===== src/core/tad_pkg.sv =====
// Shared constants and types for the T1/J1 receive alarm detector
`default_nettype none
package tad_pkg;
	// Window timing: 40 ms fixed windows at the 125 MHz mclk
	localparam int unsigned CLK_HZ = 125_000_000;
	localparam int unsigned WINDOW_MS = 40;
	localparam int unsigned WINDOW_CYCLES = CLK_HZ / 1000 * WINDOW_MS;

	// Register indices; byte address is four times the index
	localparam logic [9:0] IDX_ALARM_STATE = 10'h0b9;
	localparam logic [9:0] IDX_IRQ_ENABLES = 10'h0ba;
	localparam logic [9:0] IDX_CHANGE_FLAGS = 10'h0bb;
	localparam logic [9:0] IDX_FRAME_LOSS_DECL = 10'h0bc;
	localparam logic [9:0] IDX_FRAME_LOSS_CLR = 10'h0bd;
	localparam logic [9:0] IDX_REMOTE_DECL = 10'h0be;
	localparam logic [9:0] IDX_REMOTE_CLR = 10'h0bf;
	localparam logic [9:0] IDX_ALL_ONES_DECL = 10'h0c0;
	localparam logic [9:0] IDX_ALL_ONES_CLR = 10'h0c1;
	localparam logic [9:0] IDX_LINE_FORMAT = 10'h0f8;

	// Bit positions shared by state, enable and change-flag registers
	localparam int unsigned BIT_FRAME_LOSS = 0;
	localparam int unsigned BIT_REMOTE = 1;
	localparam int unsigned BIT_ALL_ONES = 2;
	localparam int unsigned ALARM_COUNT = 3;

	// Reset values
	localparam logic [7:0] THRESHOLD_RST = 8'h01;
	localparam logic [2:0] ENABLES_RST = 3'h0;

	// Per-window criteria
	localparam logic [7:0] SLC96_ONES_MIN = 8'h4d;
	localparam logic [7:0] ESF_PATTERN_MAX = 8'h07;
	localparam logic [15:0] ESF_PATTERN = 16'hff00;
	localparam logic [7:0] DM_ONES_MIN = 8'h04;
	localparam logic [7:0] J1SF_ZEROS_MIN = 8'h04;
	localparam logic [7:0] J1ESF_ZEROS_MIN = 8'h03;
	localparam logic [7:0] ALL_ONES_ZEROS_MIN = 8'h3d;

	// Line framing format
	typedef enum logic [2:0] {
		FMT_T1_SF,
		FMT_T1_ESF,
		FMT_T1_DM,
		FMT_SLC96,
		FMT_J1_SF,
		FMT_J1_ESF
	} tad_fmt_t;
	localparam tad_fmt_t FORMAT_RST = FMT_T1_ESF;
endpackage
`default_nettype wire


===== src/core/tad_persist_if.sv =====
// Window tick, conditions and thresholds for one alarm's persistence counter
`default_nettype none
interface tad_persist_if;
	logic tick;
	logic declCond;
	logic clearCond;
	logic [7:0] declN;
	logic [7:0] clearM;
	logic alarm;
	modport owner (output tick, declCond, clearCond, declN, clearM,
		input alarm);
	modport counter (input tick, declCond, clearCond, declN, clearM,
		output alarm);
endinterface
`default_nettype wire


===== src/core/tad_persist.sv =====
// Declare/clear persistence counter for one alarm
`default_nettype none
module tad_persist (
	input wire logic mclk,
	input wire logic reset,
	tad_persist_if.counter pif
);
	typedef struct packed {
		logic alarm;
		logic [7:0] count;
	} tad_persist_st_t;

	tad_persist_st_t st_r;
	tad_persist_st_t st_nxt;
	logic [8:0] target;
	logic cond;

	// Count windows that agree with the pending change; any other restarts
	always_comb begin
		st_nxt = st_r;
		target = st_r.alarm ? {1'b0, pif.clearM} : {1'b0, pif.declN};
		if (target == 9'h000) begin
			target = 9'h001; // A zero threshold acts as one window
		end
		cond = st_r.alarm ? pif.clearCond : pif.declCond;
		if (pif.tick) begin
			if (cond) begin
				if ({1'b0, st_r.count} + 9'h001 >= target) begin
					st_nxt.alarm = ~st_r.alarm;
					st_nxt.count = 8'h00;
				end else begin
					st_nxt.count = st_r.count + 8'h01;
				end
			end else begin
				st_nxt.count = 8'h00;
			end
		end
	end

	always_ff @(posedge mclk) begin
		if (reset) begin
			st_r <= '0;
		end else begin
			st_r <= st_nxt;
		end
	end

	assign pif.alarm = st_r.alarm;
endmodule
`default_nettype wire


===== src/core/tad_win_stats.sv =====
// Per-window bit statistics for remote (yellow) and all-ones (blue) alarms
`default_nettype none
module tad_win_stats (
	input wire logic mclk,
	input wire logic reset,
	input wire logic tick,
	input wire tad_pkg::tad_fmt_t format,
	input wire logic bitValid,
	input wire logic bitValue,
	input wire logic markDl,
	input wire logic markChBit2,
	input wire logic markYBit,
	input wire logic markF12,
	output logic remoteCond,
	output logic allOnesCond
);
	typedef struct packed {
		logic [15:0] dlShift;
		logic [7:0] selCount;
		logic [7:0] patCount;
		logic [7:0] zeroCount;
	} tad_stats_st_t;

	tad_stats_st_t st_r;
	tad_stats_st_t st_nxt;
	logic selHit;
	logic [15:0] dlNext;
	logic patHit;

	// Which marked bit and polarity the format watches
	always_comb begin
		selHit = 1'b0;
		unique case (format)
			tad_pkg::FMT_SLC96: selHit = markChBit2 & bitValue;
			tad_pkg::FMT_T1_DM: selHit = markYBit & bitValue;
			tad_pkg::FMT_J1_SF: selHit = markF12 & ~bitValue;
			tad_pkg::FMT_J1_ESF: selHit = markDl & ~bitValue;
			default: selHit = 1'b0;
		endcase
		selHit = selHit & bitValid;
		dlNext = {st_r.dlShift[14:0], bitValue};
		patHit = bitValid & markDl & (dlNext == tad_pkg::ESF_PATTERN);
	end

	// Judge the ending window from counts held so far
	always_comb begin
		remoteCond = 1'b0;
		unique case (format)
			tad_pkg::FMT_SLC96:
				remoteCond = st_r.selCount < tad_pkg::SLC96_ONES_MIN;
			tad_pkg::FMT_T1_ESF:
				remoteCond = st_r.patCount > tad_pkg::ESF_PATTERN_MAX;
			tad_pkg::FMT_T1_DM:
				remoteCond = st_r.selCount < tad_pkg::DM_ONES_MIN;
			tad_pkg::FMT_J1_SF:
				remoteCond = st_r.selCount < tad_pkg::J1SF_ZEROS_MIN;
			tad_pkg::FMT_J1_ESF:
				remoteCond = st_r.selCount < tad_pkg::J1ESF_ZEROS_MIN;
			default: remoteCond = 1'b0;
		endcase
		allOnesCond = st_r.zeroCount < tad_pkg::ALL_ONES_ZEROS_MIN;
	end

	// Saturating counters; a tick restarts them with the current bit
	always_comb begin
		st_nxt = st_r;
		if (bitValid && markDl) begin
			st_nxt.dlShift = dlNext;
		end
		if (tick) begin
			st_nxt.selCount = {7'h00, selHit};
			st_nxt.patCount = {7'h00, patHit};
			st_nxt.zeroCount = {7'h00, bitValid & ~bitValue};
		end else begin
			if (selHit && st_r.selCount != 8'hff) begin
				st_nxt.selCount = st_r.selCount + 8'h01;
			end
			if (patHit && st_r.patCount != 8'hff) begin
				st_nxt.patCount = st_r.patCount + 8'h01;
			end
			if (bitValid && !bitValue && st_r.zeroCount != 8'hff) begin
				st_nxt.zeroCount = st_r.zeroCount + 8'h01;
			end
		end
	end

	always_ff @(posedge mclk) begin
		if (reset) begin
			st_r <= '0;
		end else begin
			st_r <= st_nxt;
		end
	end
endmodule
`default_nettype wire


===== src/core/tad_alarm_detector.sv =====
// T1/J1 receive alarm detector with classic Wishbone register slave
//
// Added by the designer: the Wishbone register port.
`default_nettype none
// Summary of operation
// - Any change of an alarm state sets its change flag.
// - Change flags hold until software writes one; zero leaves them.
// - Interrupt output low while any flag and its enable are both one.
// - Frame-loss alarm declares after N windows of lost synchronization.
// - SLC-96: under 77 ones on channel bit 2 per window.
// - T1 ESF: over 7 ff00 patterns on data-link bits per window.
// - T1 DM: under 4 ones on channel-24 bit 6 per window.
// - J1 SF: under 4 zeros on frame-12 F-bit per window.
// - J1 ESF: under 3 zeros on data-link bits per window.
// - Remote alarm clears after M windows meeting the clear condition.
// - All-ones alarm declares after N windows with under 61 zeros.
// - All-ones alarm clears after M windows meeting the clear condition.
// - Remote alarm windows count only while framer reports synchronization.
module tad_alarm_detector #(
	parameter int unsigned WIN_CYCLES = tad_pkg::WINDOW_CYCLES
) (
	input wire logic mclk,
	input wire logic reset,
	// Register bus, classic single cycle
	input wire logic wb_cyc_i,
	input wire logic wb_stb_i,
	input wire logic wb_we_i,
	input wire logic [11:0] wb_adr_i,
	input wire logic [3:0] wb_sel_i,
	input wire logic [31:0] wb_dat_i,
	output logic [31:0] wb_dat_o,
	output logic wb_ack_o,
	// Receive framer, same clock as the bus
	input wire logic frameSync,
	input wire logic bitValid,
	input wire logic bitValue,
	input wire logic markDl,
	input wire logic markChBit2,
	input wire logic markYBit,
	input wire logic markF12,
	// Alarm levels and interrupt, all registered
	output logic frameLossAlarm,
	output logic remoteAlarm,
	output logic allOnesAlarm,
	output logic alarmIrqN
);
	// Window counter width and its last count
	localparam int unsigned WW = $clog2(WIN_CYCLES + 1);
	localparam logic [WW-1:0] WIN_LAST = WW'(WIN_CYCLES - 1);
	localparam int unsigned NA = tad_pkg::ALARM_COUNT;

	// All block state in one word, registered once per edge
	typedef struct packed {
		// Bus answer and captured read word
		logic ack;
		logic [31:0] readData;
		// Interrupt pin, alarm view and software bits
		logic irqN;
		logic [NA-1:0] alarmSeen;
		logic [NA-1:0] changeFlags;
		logic [NA-1:0] irqEnables;
		// Persistence thresholds in windows, one pair per alarm
		logic [7:0] frameLossDeclN;
		logic [7:0] frameLossClearM;
		logic [7:0] remoteDeclN;
		logic [7:0] remoteClearM;
		logic [7:0] allOnesDeclN;
		logic [7:0] allOnesClearM;
		// Line format and the window in progress
		tad_pkg::tad_fmt_t format;
		logic sawSync;
		logic sawLoss;
		logic [WW-1:0] winCount;
	} tad_top_st_t;

	tad_top_st_t st_r;
	tad_top_st_t st_nxt;

	// One bundle per alarm between this block and its counter
	tad_persist_if frameLossIf ();
	tad_persist_if remoteIf ();
	tad_persist_if allOnesIf ();

	// Window, condition and alarm helpers
	logic winTick;
	logic remoteCond;
	logic allOnesCond;
	logic [NA-1:0] alarmNow;
	logic [NA-1:0] changed;
	logic [NA-1:0] flagsAfter;
	// Bus decode helpers
	logic request;
	logic commit;
	logic [9:0] regIndex;
	logic [31:0] readMux;
	logic lostWhole;
	logic heldWhole;

	// Free-running 40 ms window boundary. Windows are fixed, not sliding:
	// a condition that starts mid-window is judged only from the next
	// full window on, so declare and clear times carry up to one window
	// of slack beyond N or M windows.
	assign winTick = (st_r.winCount == WIN_LAST);

	// Synchronization seen over the window that ends at this tick.
	// The tick cycle itself is folded in here because the history
	// registers are cleared at the tick and would miss it.
	// A window with both states counts for neither direction.
	assign lostWhole = ~(st_r.sawSync | frameSync);
	assign heldWhole = ~(st_r.sawLoss | ~frameSync);

	// Frame-loss persistence: declare on lost windows, clear on held ones
	assign frameLossIf.tick = winTick;
	assign frameLossIf.declCond = lostWhole;
	assign frameLossIf.clearCond = heldWhole;
	assign frameLossIf.declN = st_r.frameLossDeclN;
	assign frameLossIf.clearM = st_r.frameLossClearM;

	// Remote windows are skipped unless in sync for the whole window
	// Skipped windows neither advance nor restart the count
	assign remoteIf.tick = winTick & heldWhole;
	assign remoteIf.declCond = remoteCond;
	assign remoteIf.clearCond = ~remoteCond;
	assign remoteIf.declN = st_r.remoteDeclN;
	assign remoteIf.clearM = st_r.remoteClearM;

	// All-ones is judged regardless of synchronization
	// An unframed all-ones signal must still raise it
	assign allOnesIf.tick = winTick;
	assign allOnesIf.declCond = allOnesCond;
	assign allOnesIf.clearCond = ~allOnesCond;
	assign allOnesIf.declN = st_r.allOnesDeclN;
	assign allOnesIf.clearM = st_r.allOnesClearM;

	// Frame-loss declare and clear counter
	tad_persist frameLossPersist (
		.mclk(mclk),
		.reset(reset),
		.pif(frameLossIf)
	);

	// Remote alarm declare and clear counter
	tad_persist remotePersist (
		.mclk(mclk),
		.reset(reset),
		.pif(remoteIf)
	);

	// All-ones alarm declare and clear counter
	tad_persist allOnesPersist (
		.mclk(mclk),
		.reset(reset),
		.pif(allOnesIf)
	);

	// Bit statistics feeding the remote and all-ones judgements
	tad_win_stats winStats (
		.mclk(mclk),
		.reset(reset),
		.tick(winTick),
		.format(st_r.format),
		.bitValid(bitValid),
		.bitValue(bitValue),
		.markDl(markDl),
		.markChBit2(markChBit2),
		.markYBit(markYBit),
		.markF12(markF12),
		.remoteCond(remoteCond),
		.allOnesCond(allOnesCond)
	);

	// Gather live alarm states in register bit order
	// Counter outputs, one cycle ahead of the state register
	always_comb begin
		alarmNow = '0;
		alarmNow[tad_pkg::BIT_FRAME_LOSS] = frameLossIf.alarm;
		alarmNow[tad_pkg::BIT_REMOTE] = remoteIf.alarm;
		alarmNow[tad_pkg::BIT_ALL_ONES] = allOnesIf.alarm;
	end

	// Bus decode; one wait state, so ack comes the cycle after the request
	// Commit needs ack already high, so a write lands exactly once,
	// at the edge where the master sees ack.
	assign request = wb_cyc_i & wb_stb_i;
	assign commit = request & st_r.ack;
	assign regIndex = wb_adr_i[11:2];

	// Read multiplexer; unmapped indices read as zero
	// Captured at request time, so the word stands through ack
	always_comb begin
		readMux = 32'h0000_0000;
		unique case (regIndex)
			tad_pkg::IDX_ALARM_STATE:
				readMux[NA-1:0] = st_r.alarmSeen;
			tad_pkg::IDX_IRQ_ENABLES:
				readMux[NA-1:0] = st_r.irqEnables;
			tad_pkg::IDX_CHANGE_FLAGS:
				readMux[NA-1:0] = st_r.changeFlags;
			tad_pkg::IDX_FRAME_LOSS_DECL:
				readMux[7:0] = st_r.frameLossDeclN;
			tad_pkg::IDX_FRAME_LOSS_CLR:
				readMux[7:0] = st_r.frameLossClearM;
			tad_pkg::IDX_REMOTE_DECL:
				readMux[7:0] = st_r.remoteDeclN;
			tad_pkg::IDX_REMOTE_CLR:
				readMux[7:0] = st_r.remoteClearM;
			tad_pkg::IDX_ALL_ONES_DECL:
				readMux[7:0] = st_r.allOnesDeclN;
			tad_pkg::IDX_ALL_ONES_CLR:
				readMux[7:0] = st_r.allOnesClearM;
			tad_pkg::IDX_LINE_FORMAT:
				readMux[2:0] = st_r.format;
			default:
				readMux = 32'h0000_0000;
		endcase
	end

	// Next-state logic for bus, registers, flags and window tracking
	// Every field starts from its held value, so each path assigns all
	always_comb begin
		st_nxt = st_r;
		changed = alarmNow ^ st_r.alarmSeen;
		flagsAfter = st_r.changeFlags;

		// Ack drops the cycle after it was given
		st_nxt.ack = request & ~st_r.ack;
		if (request && !st_r.ack) begin
			st_nxt.readData = readMux;
		end

		// Writes land only at the edge where the master sees ack
		if (commit && wb_we_i && wb_sel_i[0]) begin
			unique case (regIndex)
				tad_pkg::IDX_IRQ_ENABLES:
					st_nxt.irqEnables = wb_dat_i[NA-1:0];
				tad_pkg::IDX_CHANGE_FLAGS:
					flagsAfter = st_r.changeFlags & ~wb_dat_i[NA-1:0];
				tad_pkg::IDX_FRAME_LOSS_DECL:
					st_nxt.frameLossDeclN = wb_dat_i[7:0];
				tad_pkg::IDX_FRAME_LOSS_CLR:
					st_nxt.frameLossClearM = wb_dat_i[7:0];
				tad_pkg::IDX_REMOTE_DECL:
					st_nxt.remoteDeclN = wb_dat_i[7:0];
				tad_pkg::IDX_REMOTE_CLR:
					st_nxt.remoteClearM = wb_dat_i[7:0];
				tad_pkg::IDX_ALL_ONES_DECL:
					st_nxt.allOnesDeclN = wb_dat_i[7:0];
				tad_pkg::IDX_ALL_ONES_CLR:
					st_nxt.allOnesClearM = wb_dat_i[7:0];
				tad_pkg::IDX_LINE_FORMAT:
					st_nxt.format = tad_pkg::tad_fmt_t'(wb_dat_i[2:0]);
				default: ;
			endcase
		end

		// A change in the same cycle as a clear still sets the flag
		// so software never loses a transition it has not yet seen
		st_nxt.changeFlags = flagsAfter | changed;
		st_nxt.alarmSeen = alarmNow;

		// Registered so the pin never glitches on decode
		// Uses next values so the pin follows flags without a lag
		st_nxt.irqN = ~|(st_nxt.changeFlags & st_nxt.irqEnables);

		// Window counter and sync history
		// History restarts at each tick; the tick cycle is judged above
		if (winTick) begin
			st_nxt.winCount = '0;
			st_nxt.sawSync = 1'b0;
			st_nxt.sawLoss = 1'b0;
		end else begin
			st_nxt.winCount = st_r.winCount + WW'(1);
			st_nxt.sawSync = st_r.sawSync | frameSync;
			st_nxt.sawLoss = st_r.sawLoss | ~frameSync;
		end
	end

	// Reset: pin idle high, thresholds one window, default format
	always_ff @(posedge mclk) begin
		if (reset) begin
			st_r <= '0;
			st_r.irqN <= 1'b1;
			st_r.irqEnables <= tad_pkg::ENABLES_RST;
			st_r.frameLossDeclN <= tad_pkg::THRESHOLD_RST;
			st_r.frameLossClearM <= tad_pkg::THRESHOLD_RST;
			st_r.remoteDeclN <= tad_pkg::THRESHOLD_RST;
			st_r.remoteClearM <= tad_pkg::THRESHOLD_RST;
			st_r.allOnesDeclN <= tad_pkg::THRESHOLD_RST;
			st_r.allOnesClearM <= tad_pkg::THRESHOLD_RST;
			st_r.format <= tad_pkg::FORMAT_RST;
		end else begin
			st_r <= st_nxt;
		end
	end

	// Outputs straight from flops
	// Alarm pins mirror the state register so both agree every cycle
	assign wb_ack_o = st_r.ack;
	assign wb_dat_o = st_r.readData;
	assign alarmIrqN = st_r.irqN;
	assign frameLossAlarm = st_r.alarmSeen[tad_pkg::BIT_FRAME_LOSS];
	assign remoteAlarm = st_r.alarmSeen[tad_pkg::BIT_REMOTE];
	assign allOnesAlarm = st_r.alarmSeen[tad_pkg::BIT_ALL_ONES];
endmodule
`default_nettype wire


===== config.mk =====
export PLATFORM = sky130hd
export DESIGN_NAME = tad_alarm_detector
export DESIGN_NICKNAME = d
export VERILOG_FILES = /design/src/core/tad_pkg.sv /design/src/core/tad_persist_if.sv /design/src/core/tad_persist.sv /design/src/core/tad_win_stats.sv /design/src/core/tad_alarm_detector.sv
export SDC_FILE = /design/constraint.sdc
export NUM_CORES = 1
export LEC_CHECK = 0
export BUFFER_PORTS_ARGS = -buffer_cell sky130_fd_sc_hd__buf_2
export CAP_MARGIN = 20
export CORE_ASPECT_RATIO = 0.6
export CORE_MARGIN = 2
export CORE_UTILIZATION = 60
export CTS_CLUSTER_DIAMETER = 50
export DETAILED_ROUTE_END_ITERATION = 8
export PLACE_DENSITY = 0.83
export SYNTH_ARGS = -nofsm -noshare
export SYNTH_HDL_FRONTEND = slang
export SYNTH_HIERARCHICAL = 1
export SYNTH_SLANG_ARGS = --single-unit

===== constraint.sdc =====
create_clock -name mclk -period 5.01 [get_ports mclk]
set_clock_uncertainty 0.2 [all_clocks]
set_input_delay 0.2505 -clock mclk [delete_from_list [all_inputs] [get_ports mclk]]
set_output_delay 0.2505 -clock mclk [all_outputs]
set_load 0.02 [all_outputs]

==> metrics.log, run 1 <==
[metrics] maximum count of clock buffers along a single path: 2
[metrics] number of synthesized register bits: 161
[metrics] Max-Cap Viols: 0
[metrics] type of the worst min-delay path: input port to flop
[metrics] CTS buffer count: 17
[metrics] Post-synth ARST share: 0%
[metrics] total number of H-tree levels: 4
[metrics] Worst slew margin: 40.5%
[metrics] cell chosen for the clock root: sky130_fd_sc_hd__clkbuf_16
[metrics] cell-by-cell trace of the critical path: mux2i_1 > nand4_1 > o21ai_1 > ha_1 > and2b_2 > o21ai_1 > a211oi_4 > nor3_2 > mux2_4
[metrics] cell accounting for the most synthesized area: sky130_fd_sc_hd__dfxtp_1
[metrics] Synth cell types: 74
[metrics] setup repair after global routing missed its margin: false
[metrics] result of the run: complete, no violations
[metrics] wire length of the first global-routing pass: 34.5 mm
[metrics] DR vias: 7596
[metrics] maximum ir drop on the vdd rail: 0.206 mV
[metrics] Least-Margin Pin Slew: 0.886 ns
[metrics] number of buffer and inverter instances along the worst setup path: 0
[metrics] clock period minus worst slack: 3.40 ns
[metrics] relative area change from synthesis to final layout: 9.95%
[metrics] count of boundary I/O pins: 97
[metrics] wire length reported by the detailed router: 20.9 mm
[metrics] number of DRC violations after detailed-routing iteration 0: 662
[metrics] maximum operating frequency: 294 MHz
[metrics] arrival time of data at the critical path endpoint: 3.51 ns
[metrics] global routing usage summed across all routing layers: 26.9%
[metrics] required time at the endpoint of the critical path: 5.11 ns
[metrics] via-per-instance ratio: 6.01
[metrics] count of instances resized after the clock tree is built: 0
[metrics] warnings from Yosys: 6
[metrics] top cells by area in the synthesized netlist: sky130_fd_sc_hd__dfxtp_1 (37%), sky130_fd_sc_hd__mux2i_1 (8.2%), sky130_fd_sc_hd__nor2_1 (5.8%)
[metrics] master of the slowest instance on the critical path: sky130_fd_sc_hd__dfxtp_1
[metrics] most used flip-flop cell after synthesis: sky130_fd_sc_hd__dfxtp_1
[metrics] sequential fraction of the synthesis area: 36.6%
[metrics] post-synthesis area per instance: 8.57 um^2
[metrics] Critical Path Most Common Cell: sky130_fd_sc_hd__o21ai_1
[metrics] number of hold violations in the final report: 0
[metrics] number of diodes: 0
[metrics] fraction of layout instances using a drive strength above 1: 12.0%
[metrics] Die H: 97.9 um
[metrics] Setup Buffers After CTS: 0
[metrics] horizontal die dimension: 160 um
[metrics] vias in the first global route: 6951
[metrics] Reg clk slew, reported paths: 0.06 ns
[metrics] cell count after synthesis: 1028
[metrics] final-stage net count: 1147
[metrics] clock tree from TritonCTS: yes
[metrics] Die Footprint: 15700 um^2
[metrics] row count: 34
[metrics] area share of the largest cell type after synthesis: 36.6%
[metrics] grt total ovfl: 0
[metrics] final core area utilization: 67.2%
[metrics] Core Footprint: 14400 um^2
[metrics] max-slew violation count: 0
[metrics] GPL Wtd Cong: 0.935
[metrics] category of cells accounting for the largest share of critical-path delay: flip-flops
[metrics] Remaining DRCs: 0
[metrics] average wire per cell in the routed design: 16.6 um
[metrics] Critical Path Sink Type: flop
[metrics] Leakage: 3.73 nW
[metrics] final-layout setup total negative slack: 0 ns
[metrics] antenna violations before repair: 0
[metrics] Pre-antenna DRT Iters: 5
[metrics] number of enable-type register cells in the synthesized netlist: 0
[metrics] worst setup path class: flop to flop
[metrics] power density of the placed cells: 282 nW/um^2
[metrics] cell area after synthesis: 8810 um^2
[metrics] Final period util: 67.9%
[metrics] quantity of I/O buffers inserted on ports: 43
[metrics] half-perimeter wire length of the detailed placement result: 14.6 mm
[metrics] clock net sink count: 161
[metrics] final setup violating endpoints: 0
[metrics] Startpoint Class: flop
[metrics] maximum fanout along the worst path: 13
[metrics] insertion delay to the later sink of the worst-skew pair: 0.43 ns
[metrics] pin count of the biggest net entering global routing: 66
[metrics] initial standard-cell utilization of the core: 61.1%
[metrics] largest incremental delay on the critical path: 0.83 ns
[metrics] residual antenna-violating net count after detailed routing: 0
## flip-flops by register name, indices dropped and copies added, names as in the netlist, 8 cells and up
name                   cells
frameLossPersist/st_r      8
frameLossIf.declN          8
remoteIf.clearM            8
remoteIf.declN             8
allOnesIf.clearM           8
allOnesPersist/st_r        8
allOnesIf.declN            8
winStats/dlNext           15
st_r                      34
wb_dat_o                   8
winStats/st_r             24
frameLossIf.clearM         8
remotePersist/st_r         8
## routing by layer
layer / track usage (%) / share of wire [%]
met5: 0 / 0
met4: 9.29 / 1.5
met3: 7.94 / 9.2
met2: 37.6 / 42
met1: 39.3 / 48
## cells in the mapped netlist (4+ instances only)
| cell type | n |
|---|---|
| sky130_fd_sc_hd__a211o_1 | 6 |
| sky130_fd_sc_hd__inv_1 | 31 |
| sky130_fd_sc_hd__a32oi_1 | 17 |
| sky130_fd_sc_hd__ha_1 | 35 |
| sky130_fd_sc_hd__nand3b_1 | 7 |
| sky130_fd_sc_hd__or3_1 | 4 |
| sky130_fd_sc_hd__a221oi_1 | 5 |
| sky130_fd_sc_hd__a211oi_1 | 7 |
| sky130_fd_sc_hd__or2_1 | 6 |
| sky130_fd_sc_hd__buf_1 | 8 |
| sky130_fd_sc_hd__mux2i_1 | 72 |
| sky130_fd_sc_hd__o21ai_0 | 8 |
| sky130_fd_sc_hd__nand2_1 | 102 |
| sky130_fd_sc_hd__nor4_1 | 10 |
| sky130_fd_sc_hd__buf_2 | 7 |
| sky130_fd_sc_hd__dfxtp_1 | 161 |
| sky130_fd_sc_hd__o211ai_1 | 7 |
| sky130_fd_sc_hd__nand4b_1 | 6 |
| sky130_fd_sc_hd__nor2b_1 | 14 |
| sky130_fd_sc_hd__xor2_1 | 16 |
| sky130_fd_sc_hd__a21oi_1 | 53 |
| sky130_fd_sc_hd__or2_2 | 5 |
| sky130_fd_sc_hd__nand3_1 | 49 |
| sky130_fd_sc_hd__nor3_2 | 6 |
| sky130_fd_sc_hd__nand2b_1 | 7 |
| sky130_fd_sc_hd__and4_1 | 5 |
| sky130_fd_sc_hd__buf_4 | 32 |
| sky130_fd_sc_hd__a21o_1 | 4 |
| sky130_fd_sc_hd__nand4_1 | 16 |
| sky130_fd_sc_hd__o21ai_1 | 9 |
| sky130_fd_sc_hd__mux2_2 | 7 |
| sky130_fd_sc_hd__and3_1 | 15 |
| sky130_fd_sc_hd__nor3_1 | 16 |
| sky130_fd_sc_hd__and2_1 | 7 |
| sky130_fd_sc_hd__xnor2_1 | 26 |
| sky130_fd_sc_hd__clkbuf_1 | 29 |
| sky130_fd_sc_hd__nor2_1 | 137 |
| sky130_fd_sc_hd__nor4b_1 | 4 |
| sky130_fd_sc_hd__or4_1 | 6 |
## cell type report
class / count / area, um^2
Clock buffer: 19 / 443
Tap cell: 198 / 248
Clock inverter: 13 / 153
Inverter: 31 / 116
Fill cell: 1121 / 4730
Multi-Input combinational cell: 782 / 5150
Timing Repair Buffer: 59 / 360
Sequential cell: 161 / 3220
## cells in the final DEF (no fill, tap or decap), drive strengths merged, types with 22 or more instances in the layout
cell   count
dfxtp    161
nor2     137
nand2    102
mux2i     72
a21oi     53
nand3     52
buf       50
ha        35
inv       35
xnor2     26
conb      24
nor3      22
## through the flow
stage / hold slack, ns / power, mW / cells / setup WS (ns) / area (um^2)
CTS: 0.00896 / 2.73 / 1263 / 1.74 / 9690
floorplan: 0.168 / 1.42 / 1051 / 2.08 / 8900
finish: 0.0139 / 2.73 / 1263 / 1.61 / 9690
detailed placement: 0.240 / 1.44 / 1222 / 1.78 / 9000
global placement: 0.240 / 1.44 / 1222 / 1.84 / 9000
global route: 0.0219 / 2.81 / 1263 / 1.58 / 9690
## final timing paths
| check | to | slack, ns | start | depth (start not counted) |
|---|---|---|---|---|
| max | frameLossPersist/pif.alarm | 1.61 | frameLossPersist/pif.alarm | 9 |
| max reg2reg | frameLossPersist/pif.alarm | 1.61 | frameLossPersist/pif.alarm | 9 |
| min | st_r[27] | 0.01 | wb_dat_i[2] | 3 |
| min reg2reg | wb_dat_o[0] | 0.25 | wb_dat_o[0] | 2 |
## where the power goes
part	switching [mW]	leakage (nW)	total, mW	internal, mW
Combinational	0.0911	2.16	0.127	0.0355
Sequential	0.00479	1.30	1.29	1.29
Clock	0.555	0.275	1.31	0.757
Total	0.651	3.73	2.73	2.08
## logic make-up after synthesis
group	Yosys count	share of synthesized area (%)
other	1	0.0425
flip-flops	161	36.6
multiplexers	84	10.1
adder cells (fa/ha/maj)	35	4.97
XOR/XNOR	42	4.17
AO/OA/AOI/OAI	156	12.7
AND/OR/NAND/NOR	441	25.3
buffers and inverters	108	6.15
## timing repair
| item | 4_1_cts | 5_1_grt |
|---|---|---|
| endpoints found under the setup margin | 0 | 0 |
| hold endpoints to repair | 20 | 0 |
| hold buffers | 9 | 0 |
## worst min-delay path, stage by stage
cell,delay [ns]
sky130_fd_sc_hd__buf_2,0.18
sky130_fd_sc_hd__nand3_1,0.09
sky130_fd_sc_hd__a21oi_1,0.06
Note: power is estimated with default switching activity, not from simulation.
==> run 2, diff against run 1 <==
CORE_UTILIZATION = 54   (was 60)
PLACE_DENSITY = 0.79   (was 0.83)
clock period = 3.05 ns   (was 5.01 ns; I/O delays follow)
==> run 2 against run 1 <==
  * Combinational power up 73%
  * Critical path depth grew 1
  * Non-clock buffer count up 26
  * Global-route usage shrank 2.2 points
  * Design area is 2.9% higher
  * Critical path type unchanged
  * Largest cell class unchanged
  * Highest routed layer unchanged
==> metrics.log, run 2 (synthesized netlist as in run 1, its figures left out) <==
[metrics] result of the run: complete, no violations
[metrics] Leakage: 3.88 nW (+3.9%)
[metrics] total number of H-tree levels: 4 (unchanged)
[metrics] relative area change from synthesis to final layout: 13.2%
[metrics] via-per-instance ratio: 5.83 (-3.1%)
[metrics] residual antenna-violating net count after detailed routing: 0 (unchanged)
[metrics] insertion delay to the later sink of the worst-skew pair: 0.43 ns (about the same)
[metrics] row count: 36 (+5.9%)
[metrics] arrival time of data at the critical path endpoint: 3.09 ns (-0.42 ns)
[metrics] number of diodes: 0 (unchanged)
[metrics] vias in the first global route: 6681 (-3.9%)
[metrics] clock period minus worst slack: 2.98 ns (-0.425 ns)
[metrics] worst reg-to-reg setup slack: 0.07 ns (-1.53 ns)
[metrics] most common cell after layout, fill and taps aside: sky130_fd_sc_hd__dfxtp_1
[metrics] wire length of the first global-routing pass: 34.2 mm (-0.74%)
[metrics] Final period util: 97.6% (+30 points)
[metrics] maximum fanout along the worst path: 4 (-9)
[metrics] register with the most flip-flops: st_r
[metrics] count of boundary I/O pins: 97 (unchanged)
[metrics] fraction of layout instances using a drive strength above 1: 14.9% (+2.9 points)
[metrics] global routing usage summed across all routing layers: 24.7% (-2.2 points)
[metrics] Remaining DRCs: 0 (unchanged)
[metrics] Worst slew margin: 53.6% (+13 points)
[metrics] quantity of I/O buffers inserted on ports: 43 (unchanged)
[metrics] Reg clk slew, reported paths: 0.07 ns (about the same)
[metrics] clock net sink count: 161 (unchanged)
[metrics] pin count of the biggest net entering global routing: 36 (-45%)
[metrics] DR vias: 7579 (-0.22%)
[metrics] Pre-antenna DRT Iters: 5 (unchanged)
[metrics] final-layout worst hold slack: 0.0271 ns (+0.0133 ns)
[metrics] horizontal die dimension: 169 um (+5.3%)
[metrics] maximum operating frequency: 336 MHz (+14%)
[metrics] initial standard-cell utilization of the core: 54.8% (-6.3 points)
[metrics] half-perimeter wire length of the detailed placement result: 15.0 mm (+2.4%)
[metrics] number of hold violations in the final report: 0 (unchanged)
[metrics] GPL Wtd Cong: 0.930 (-0.55%)
[metrics] type of the worst min-delay path: input port to flop
[metrics] maximum ir drop on the vdd rail: 0.354 mV (+72%)
[metrics] wire length reported by the detailed router: 21.4 mm (+2.6%)
[metrics] required time at the endpoint of the critical path: 3.16 ns (-1.95 ns)
[metrics] Least-Margin Pin Slew: 0.695 ns (-0.191 ns)
[metrics] CTS buffer count: 17 (unchanged)
[metrics] average wire per cell in the routed design: 16.5 um (-0.34%)
[metrics] Core Footprint: 16100 um^2 (+12%)
[metrics] setup repair after global routing missed its margin: true
[metrics] Critical Path Sink Type: flop
[metrics] worst setup path class: flop to flop
[metrics] cell chosen for the clock root: sky130_fd_sc_hd__clkbuf_16
[metrics] final core area utilization: 62.0% (-5.2 points)
[metrics] power density of the placed cells: 454 nW/um^2 (+61%)
[metrics] Startpoint Class: flop
[metrics] number of DRC violations after detailed-routing iteration 0: 646 (-2.4%)
[metrics] final-stage net count: 1173 (+2.3%)
[metrics] Die H: 103 um (+5.2%)
[metrics] grt total ovfl: 0 (unchanged)
[metrics] Die Footprint: 17400 um^2 (+11%)
[metrics] commonest cells after routing, fill and taps aside: sky130_fd_sc_hd__dfxtp_1 (155), sky130_fd_sc_hd__nor2_1 (136), sky130_fd_sc_hd__nand2_1 (102)
[metrics] max reg flops: 34 (unchanged)
[metrics] final setup violating endpoints: 0 (unchanged)
[metrics] max-slew violation count: 0 (unchanged)
[metrics] antenna violations before repair: 0 (unchanged)
[metrics] Max-Cap Viols: 0 (unchanged)
[metrics] maximum count of clock buffers along a single path: 2 (unchanged)
[metrics] clock tree from TritonCTS: yes
==> run 2: cell types whose count changed in the layout (fill, tap and decap cells not counted), moves of 2 or more <==
cell,before,now
sky130_fd_sc_hd__ha_2,0,2
sky130_fd_sc_hd__clkinvlp_4,5,3
sky130_fd_sc_hd__dlygate4sd3_1,9,13
sky130_fd_sc_hd__buf_12,0,2
sky130_fd_sc_hd__dfxtp_2,0,5
sky130_fd_sc_hd__buf_4,8,26
sky130_fd_sc_hd__dfxtp_1,161,155
sky130_fd_sc_hd__clkinv_2,0,3
sky130_fd_sc_hd__buf_6,0,2
sky130_fd_sc_hd__ha_1,35,32
==> run 2: worst max-delay path, stage by stage (launching register included) <==
cell and delay, ns:
sky130_fd_sc_hd__dfxtp_4 0.38, sky130_fd_sc_hd__ha_4 0.14, sky130_fd_sc_hd__nand3_2 0.12, sky130_fd_sc_hd__and2_4 0.18
sky130_fd_sc_hd__or2_1 0.22, sky130_fd_sc_hd__ha_1 0.30, sky130_fd_sc_hd__a21o_2 0.21, sky130_fd_sc_hd__a221o_1 0.36
sky130_fd_sc_hd__a211oi_4 0.34, sky130_fd_sc_hd__nor3_2 0.08, sky130_fd_sc_hd__mux2_4 0.31
==> run 2: cell type report <==
class	instances	area (um^2)
repair buffers	85	598
well taps	209	262
inverters	31	116
fillers	1306	6110
multi-input cells	782	5170
flip-flops and latches	161	3230
clock buffers	18	439
clock inverters	14	153
==> run 2: timing repair <==
action                                  CTS  global route
hold buffers                             13             0
endpoints found under the setup margin    2            23
endpoints found under the hold margin    58             0
pin swaps                                 1             6
buffers inserted                          0             2
resized for setup                         0            16
==> run 2: worst paths after layout <==
path / from / endpoint / depth (start not counted)
setup / recovery: allOnesPersist/st_r[1] / allOnesPersist/pif.alarm / 10
hold / removal: wb_stb_i / wb_ack_o / 4
setup reg to reg: allOnesPersist/st_r[1] / allOnesPersist/pif.alarm / 10
hold reg to reg: wb_dat_o[1] / wb_dat_o[1] / 2
==> run 2: routing by layer <==
metal,routed length (um),GRT usage [%],share of wire [%]
met1,10400,36.2,49
met2,8850,35.0,41
met3,1860,6.53,8.7
met4,313,8.22,1.5
met5,0,0,0
==> run 2: power by group <==
part | internal (mW) | leakage [nW] | switching, mW | total [mW]
Sequential | 2.11 | 1.30 | 0.00812 | 2.12
Combinational | 0.0633 | 2.29 | 0.157 | 0.220
Clock | 1.24 | 0.285 | 0.945 | 2.19
==> run 2: stage by stage <==
step                      total power, mW  setup WS, ns  cells  setup TNS (ns)  instance area, um^2
after floorplan                      2.33         0.119   1051               0                 8900
after global placement               2.37        0.0918   1253               0                 9190
after detailed placement             2.37       -0.0110   1253         -0.0110                 9190
after CTS                            4.54        0.0135   1298               0                 9920
after global routing                 4.65      -0.00982   1300         -0.0173                 9970
final                                4.53        0.0717   1300               0                 9970
==> run 3, diff against run 2 <==
CTS_CLUSTER_DIAMETER = not set   (was 50)
clock period = 2.51 ns   (was 3.05 ns; I/O delays follow)
==> run 3 against run 2 <==
  * The flow now finishes with violations (setup timing)
  * Power grew 21%
  * First-iteration DRC count grew 34%
  * Sequential cell count is the same
  * Maximum frequency grew 4.6%
  * Sequential share of layout area shrank 2.1 points
  * Worst setup slack lost 0.41 ns
  * Routed wire length grew 13%
  * Count of clock-buffer cells in the layout grew 2
  * Via count grew 7.0%
  * Hold slack gained 0.029 ns
  * Clock power grew 20%
  * Die area is the same
==> metrics.log, run 3 (synthesized netlist as in run 1, its figures left out) <==
[metrics] Max-Cap Viols: 0 (unchanged)
[metrics] pin count of the biggest net entering global routing: 45 (+25%)
[metrics] Reg clk slew, reported paths: 0.07 ns (about the same)
[metrics] half-perimeter wire length of the detailed placement result: 16.7 mm (+11%)
[metrics] Clk network pwr share: 47.9% (-0.4 points)
[metrics] horizontal die dimension: 169 um (unchanged)
[metrics] via-per-instance ratio: 5.91 (+1.4%)
[metrics] average wire per cell in the routed design: 17.7 um (+7.2%)
[metrics] Pre-antenna DRT Iters: 5 (unchanged)
[metrics] max reg flops: 34 (unchanged)
[metrics] share of power burned in registers: 46.9% (about the same)
[metrics] number of stages on the worst setup path: 10 (unchanged)
[metrics] net switching power: 1.31 mW (+18%)
[metrics] wire length of the first global-routing pass: 37.3 mm (+9.1%)
[metrics] clock tree from TritonCTS: yes
[metrics] Leakage: 4.24 nW (+9.5%)
[metrics] number of buffer and inverter instances along the worst setup path: 0 (unchanged)
[metrics] maximum operating frequency: 351 MHz (+4.6%)
[metrics] vias in the first global route: 7257 (+8.6%)
[metrics] most common cell after layout, fill and taps aside: sky130_fd_sc_hd__dfxtp_1
[metrics] worst reg-to-reg setup slack: -0.34 ns (-0.41 ns)
[metrics] number of DRC violations after detailed-routing iteration 0: 867 (+34%)
[metrics] quantity of I/O buffers inserted on ports: 43 (unchanged)
[metrics] initial standard-cell utilization of the core: 54.8% (unchanged)
[metrics] arrival time of data at the critical path endpoint: 2.96 ns (-0.13 ns)
[metrics] final-stage net count: 1245 (+6.1%)
[metrics] Die Footprint: 17400 um^2 (unchanged)
[metrics] Crit. Startpoint: frameLossPersist/st_r[1]
[metrics] clock period minus worst slack: 2.85 ns (-0.130 ns)
[metrics] maximum ir drop on the vdd rail: 0.380 mV (+7.5%)
[metrics] master of the slowest instance on the critical path: sky130_fd_sc_hd__a221o_1
[metrics] Die H: 103 um (unchanged)
[metrics] net switching share of the total power: 23.9% (-0.60 points)
[metrics] antenna violations before repair: 0 (unchanged)
[metrics] Core Footprint: 16100 um^2 (unchanged)
[metrics] Startpoint Class: flop
[metrics] # fillers: 1231 (-5.7%)
[metrics] cell-by-cell trace of the critical path: ha_4 > nand3_4 > and2_4 > or2_1 > ha_1 > a21o_2 > a221o_1 > a211oi_4 > nor3_2 > mux2_4
[metrics] final setup violating endpoints: 27 (+27)
[metrics] Critical Path Sink Type: flop
[metrics] type of the worst min-delay path: input port to flop
[metrics] combinational power share: 5.2% (+0.3 points)
[metrics] GPL Wtd Cong: 1.05 (+13%)
[metrics] CTS buffer count: 17 (unchanged)
[metrics] Final period util: 113% (+16 points)
[metrics] internal cell power: 4.17 mW (+22%)
[metrics] category of cells accounting for the largest share of critical-path delay: compound AO/OA/AOI/OAI gates
[metrics] grt total ovfl: 0 (unchanged)
[metrics] Least-Margin Pin Slew: 0.580 ns (-0.115 ns)
[metrics] Worst slew margin: 61.2% (+7.7 points)
[metrics] power density of the placed cells: 512 nW/um^2 (+13%)
[metrics] reg-to-reg endpoint: frameLossPersist/pif.alarm
[metrics] max-slew violation count: 0 (unchanged)
[metrics] row count: 36 (unchanged)
[metrics] violations in the final reports: setup timing
[metrics] power consumption: 5.48 mW (+21%)
[metrics] post-layout worst setup margin: -0.339 ns (-0.410 ns)
[metrics] final-layout worst hold slack: 0.0558 ns (+0.0287 ns)
[metrics] clock net sink count: 161 (unchanged)
[metrics] final core area utilization: 66.6% (+4.5 points)
[metrics] total number of H-tree levels: 4 (unchanged)
[metrics] number of hold violations in the final report: 0 (unchanged)
[metrics] register with the most flip-flops: st_r
[metrics] global routing usage summed across all routing layers: 27.5% (+2.8 points)
[metrics] commonest cells after routing, fill and taps aside: sky130_fd_sc_hd__dfxtp_1 (153), sky130_fd_sc_hd__nor2_1 (132), sky130_fd_sc_hd__nand2_1 (102)
[metrics] setup repair after global routing missed its margin: true
[metrics] relative area change from synthesis to final layout: 21.5%
[metrics] maximum count of clock buffers along a single path: 2 (unchanged)
[metrics] DR vias: 8107 (+7.0%)
[metrics] Remaining DRCs: 0 (unchanged)
[metrics] fraction of layout instances using a drive strength above 1: 21.9% (+6.9 points)
[metrics] wire length reported by the detailed router: 24.3 mm (+13%)
[metrics] result of the run: complete, but fails checks
[metrics] Register-to-Register Path Depth: 10 (unchanged)
[metrics] cell chosen for the clock root: sky130_fd_sc_hd__clkbuf_16
[metrics] required time at the endpoint of the critical path: 2.62 ns (-0.54 ns)
[metrics] residual antenna-violating net count after detailed routing: 0 (unchanged)
[metrics] worst setup path class: flop to flop
[metrics] count of boundary I/O pins: 97 (unchanged)
[metrics] largest incremental delay on the critical path: 0.36 ns (-0.02 ns)
[metrics] worst flop-to-flop path startpoint: frameLossPersist/st_r[1]
[metrics] Setup crit end: frameLossPersist/pif.alarm
[metrics] insertion delay to the later sink of the worst-skew pair: 0.43 ns (about the same)
[metrics] maximum fanout along the worst path: 4 (unchanged)
[run 3: cell types whose count changed in the layout (fill, tap and decap cells not counted), sizes merged]
| cell | previous run | this run |
|---|---|---|
| buf | 72 | 141 |
| dlygate4sd3 | 13 | 16 |
| inv | 36 | 33 |
| diode | 0 | 1 |
| clkbuf | 18 | 20 |
[run 3: tightest hold or removal path: stages]
cell                      delay, ns
sky130_fd_sc_hd__buf_2         0.11
sky130_fd_sc_hd__nand2_1       0.05
sky130_fd_sc_hd__nor4_1        0.04
sky130_fd_sc_hd__buf_4         0.16
sky130_fd_sc_hd__nand3_1       0.08
sky130_fd_sc_hd__a21oi_1       0.06
[run 3: how the worst min path moves through the flow]
| stage | from | end | slack (ns) | cells past startpoint |
|---|---|---|---|---|
| floorplan | wb_dat_i[0] | allOnesIf.clearM[0] | 0.04 | 1 |
| finish | wb_adr_i[7] | st_r[27] | 0.06 | 6 |
| CTS | wb_adr_i[7] | st_r[27] | 0.04 | 6 |
| global placement | bitValue | winStats/dlNext[1] | 0.24 | 3 |
| detailed placement | bitValue | winStats/dlNext[1] | 0.25 | 3 |
| global route | wb_adr_i[7] | st_r[27] | 0.09 | 6 |
[run 3: final cells by class]
| cell class | count | area, um^2 | share of cell area, % |
|---|---|---|---|
| flip-flops and latches | 161 | 3250 | 30.3 |
| multi-input cells | 782 | 5350 | 49.9 |
| clock buffers | 20 | 457 | 4.27 |
| diodes | 1 | 2.50 | 0.0234 |
| inverters | 31 | 116 | 1.09 |
| clock inverters | 11 | 131 | 1.23 |
| repair buffers | 157 | 1140 | 10.7 |
| well taps | 209 | 262 | 2.44 |
[run 3: routing by layer]
metal	global-route usage [%]	share of wire, %	wire length, um
met1	39.0	47	11400
met2	38.9	41	10000
met3	8.94	10	2420
met4	9.15	1.5	363
met5	3.80	0.37	90
[run 3: through the flow]
| step | std cells | cell area (um^2) | setup TNS (ns) | setup WS, ns |
|---|---|---|---|---|
| finish | 1372 | 10700 | -5.75 | -0.339 |
| global route | 1371 | 10700 | -8.71 | -0.408 |
| CTS | 1365 | 10500 | -4.62 | -0.245 |
| detailed placement | 1315 | 9730 | -6.27 | -0.379 |
| global placement | 1315 | 9730 | -3.91 | -0.283 |
| floorplan | 1051 | 8990 | -1.04 | -0.214 |
[run 3: power by group through the flow]
| stage | Sequential, mW | Clock, mW | Combinational, mW |
|---|---|---|---|
| 3_5_place_dp | 2.63 | 0 | 0.254 |
| 6_report | 2.57 | 2.62 | 0.286 |
| 5_1_grt | 2.57 | 2.75 | 0.307 |
| 3_3_place_gp | 2.63 | 0 | 0.253 |
| 2_1_floorplan | 2.63 | 0 | 0.196 |
| 4_1_cts | 2.57 | 2.64 | 0.275 |
[run 3: repair_timing]
action / in CTS / in global routing
pin swaps: 1 / 11
endpoints found under the setup margin: 27 / 31
buffers inserted: 3 / 6
hold buffers: 16 / 0
gates resized for setup: 8 / 26
hold endpoints to repair: 69 / 0
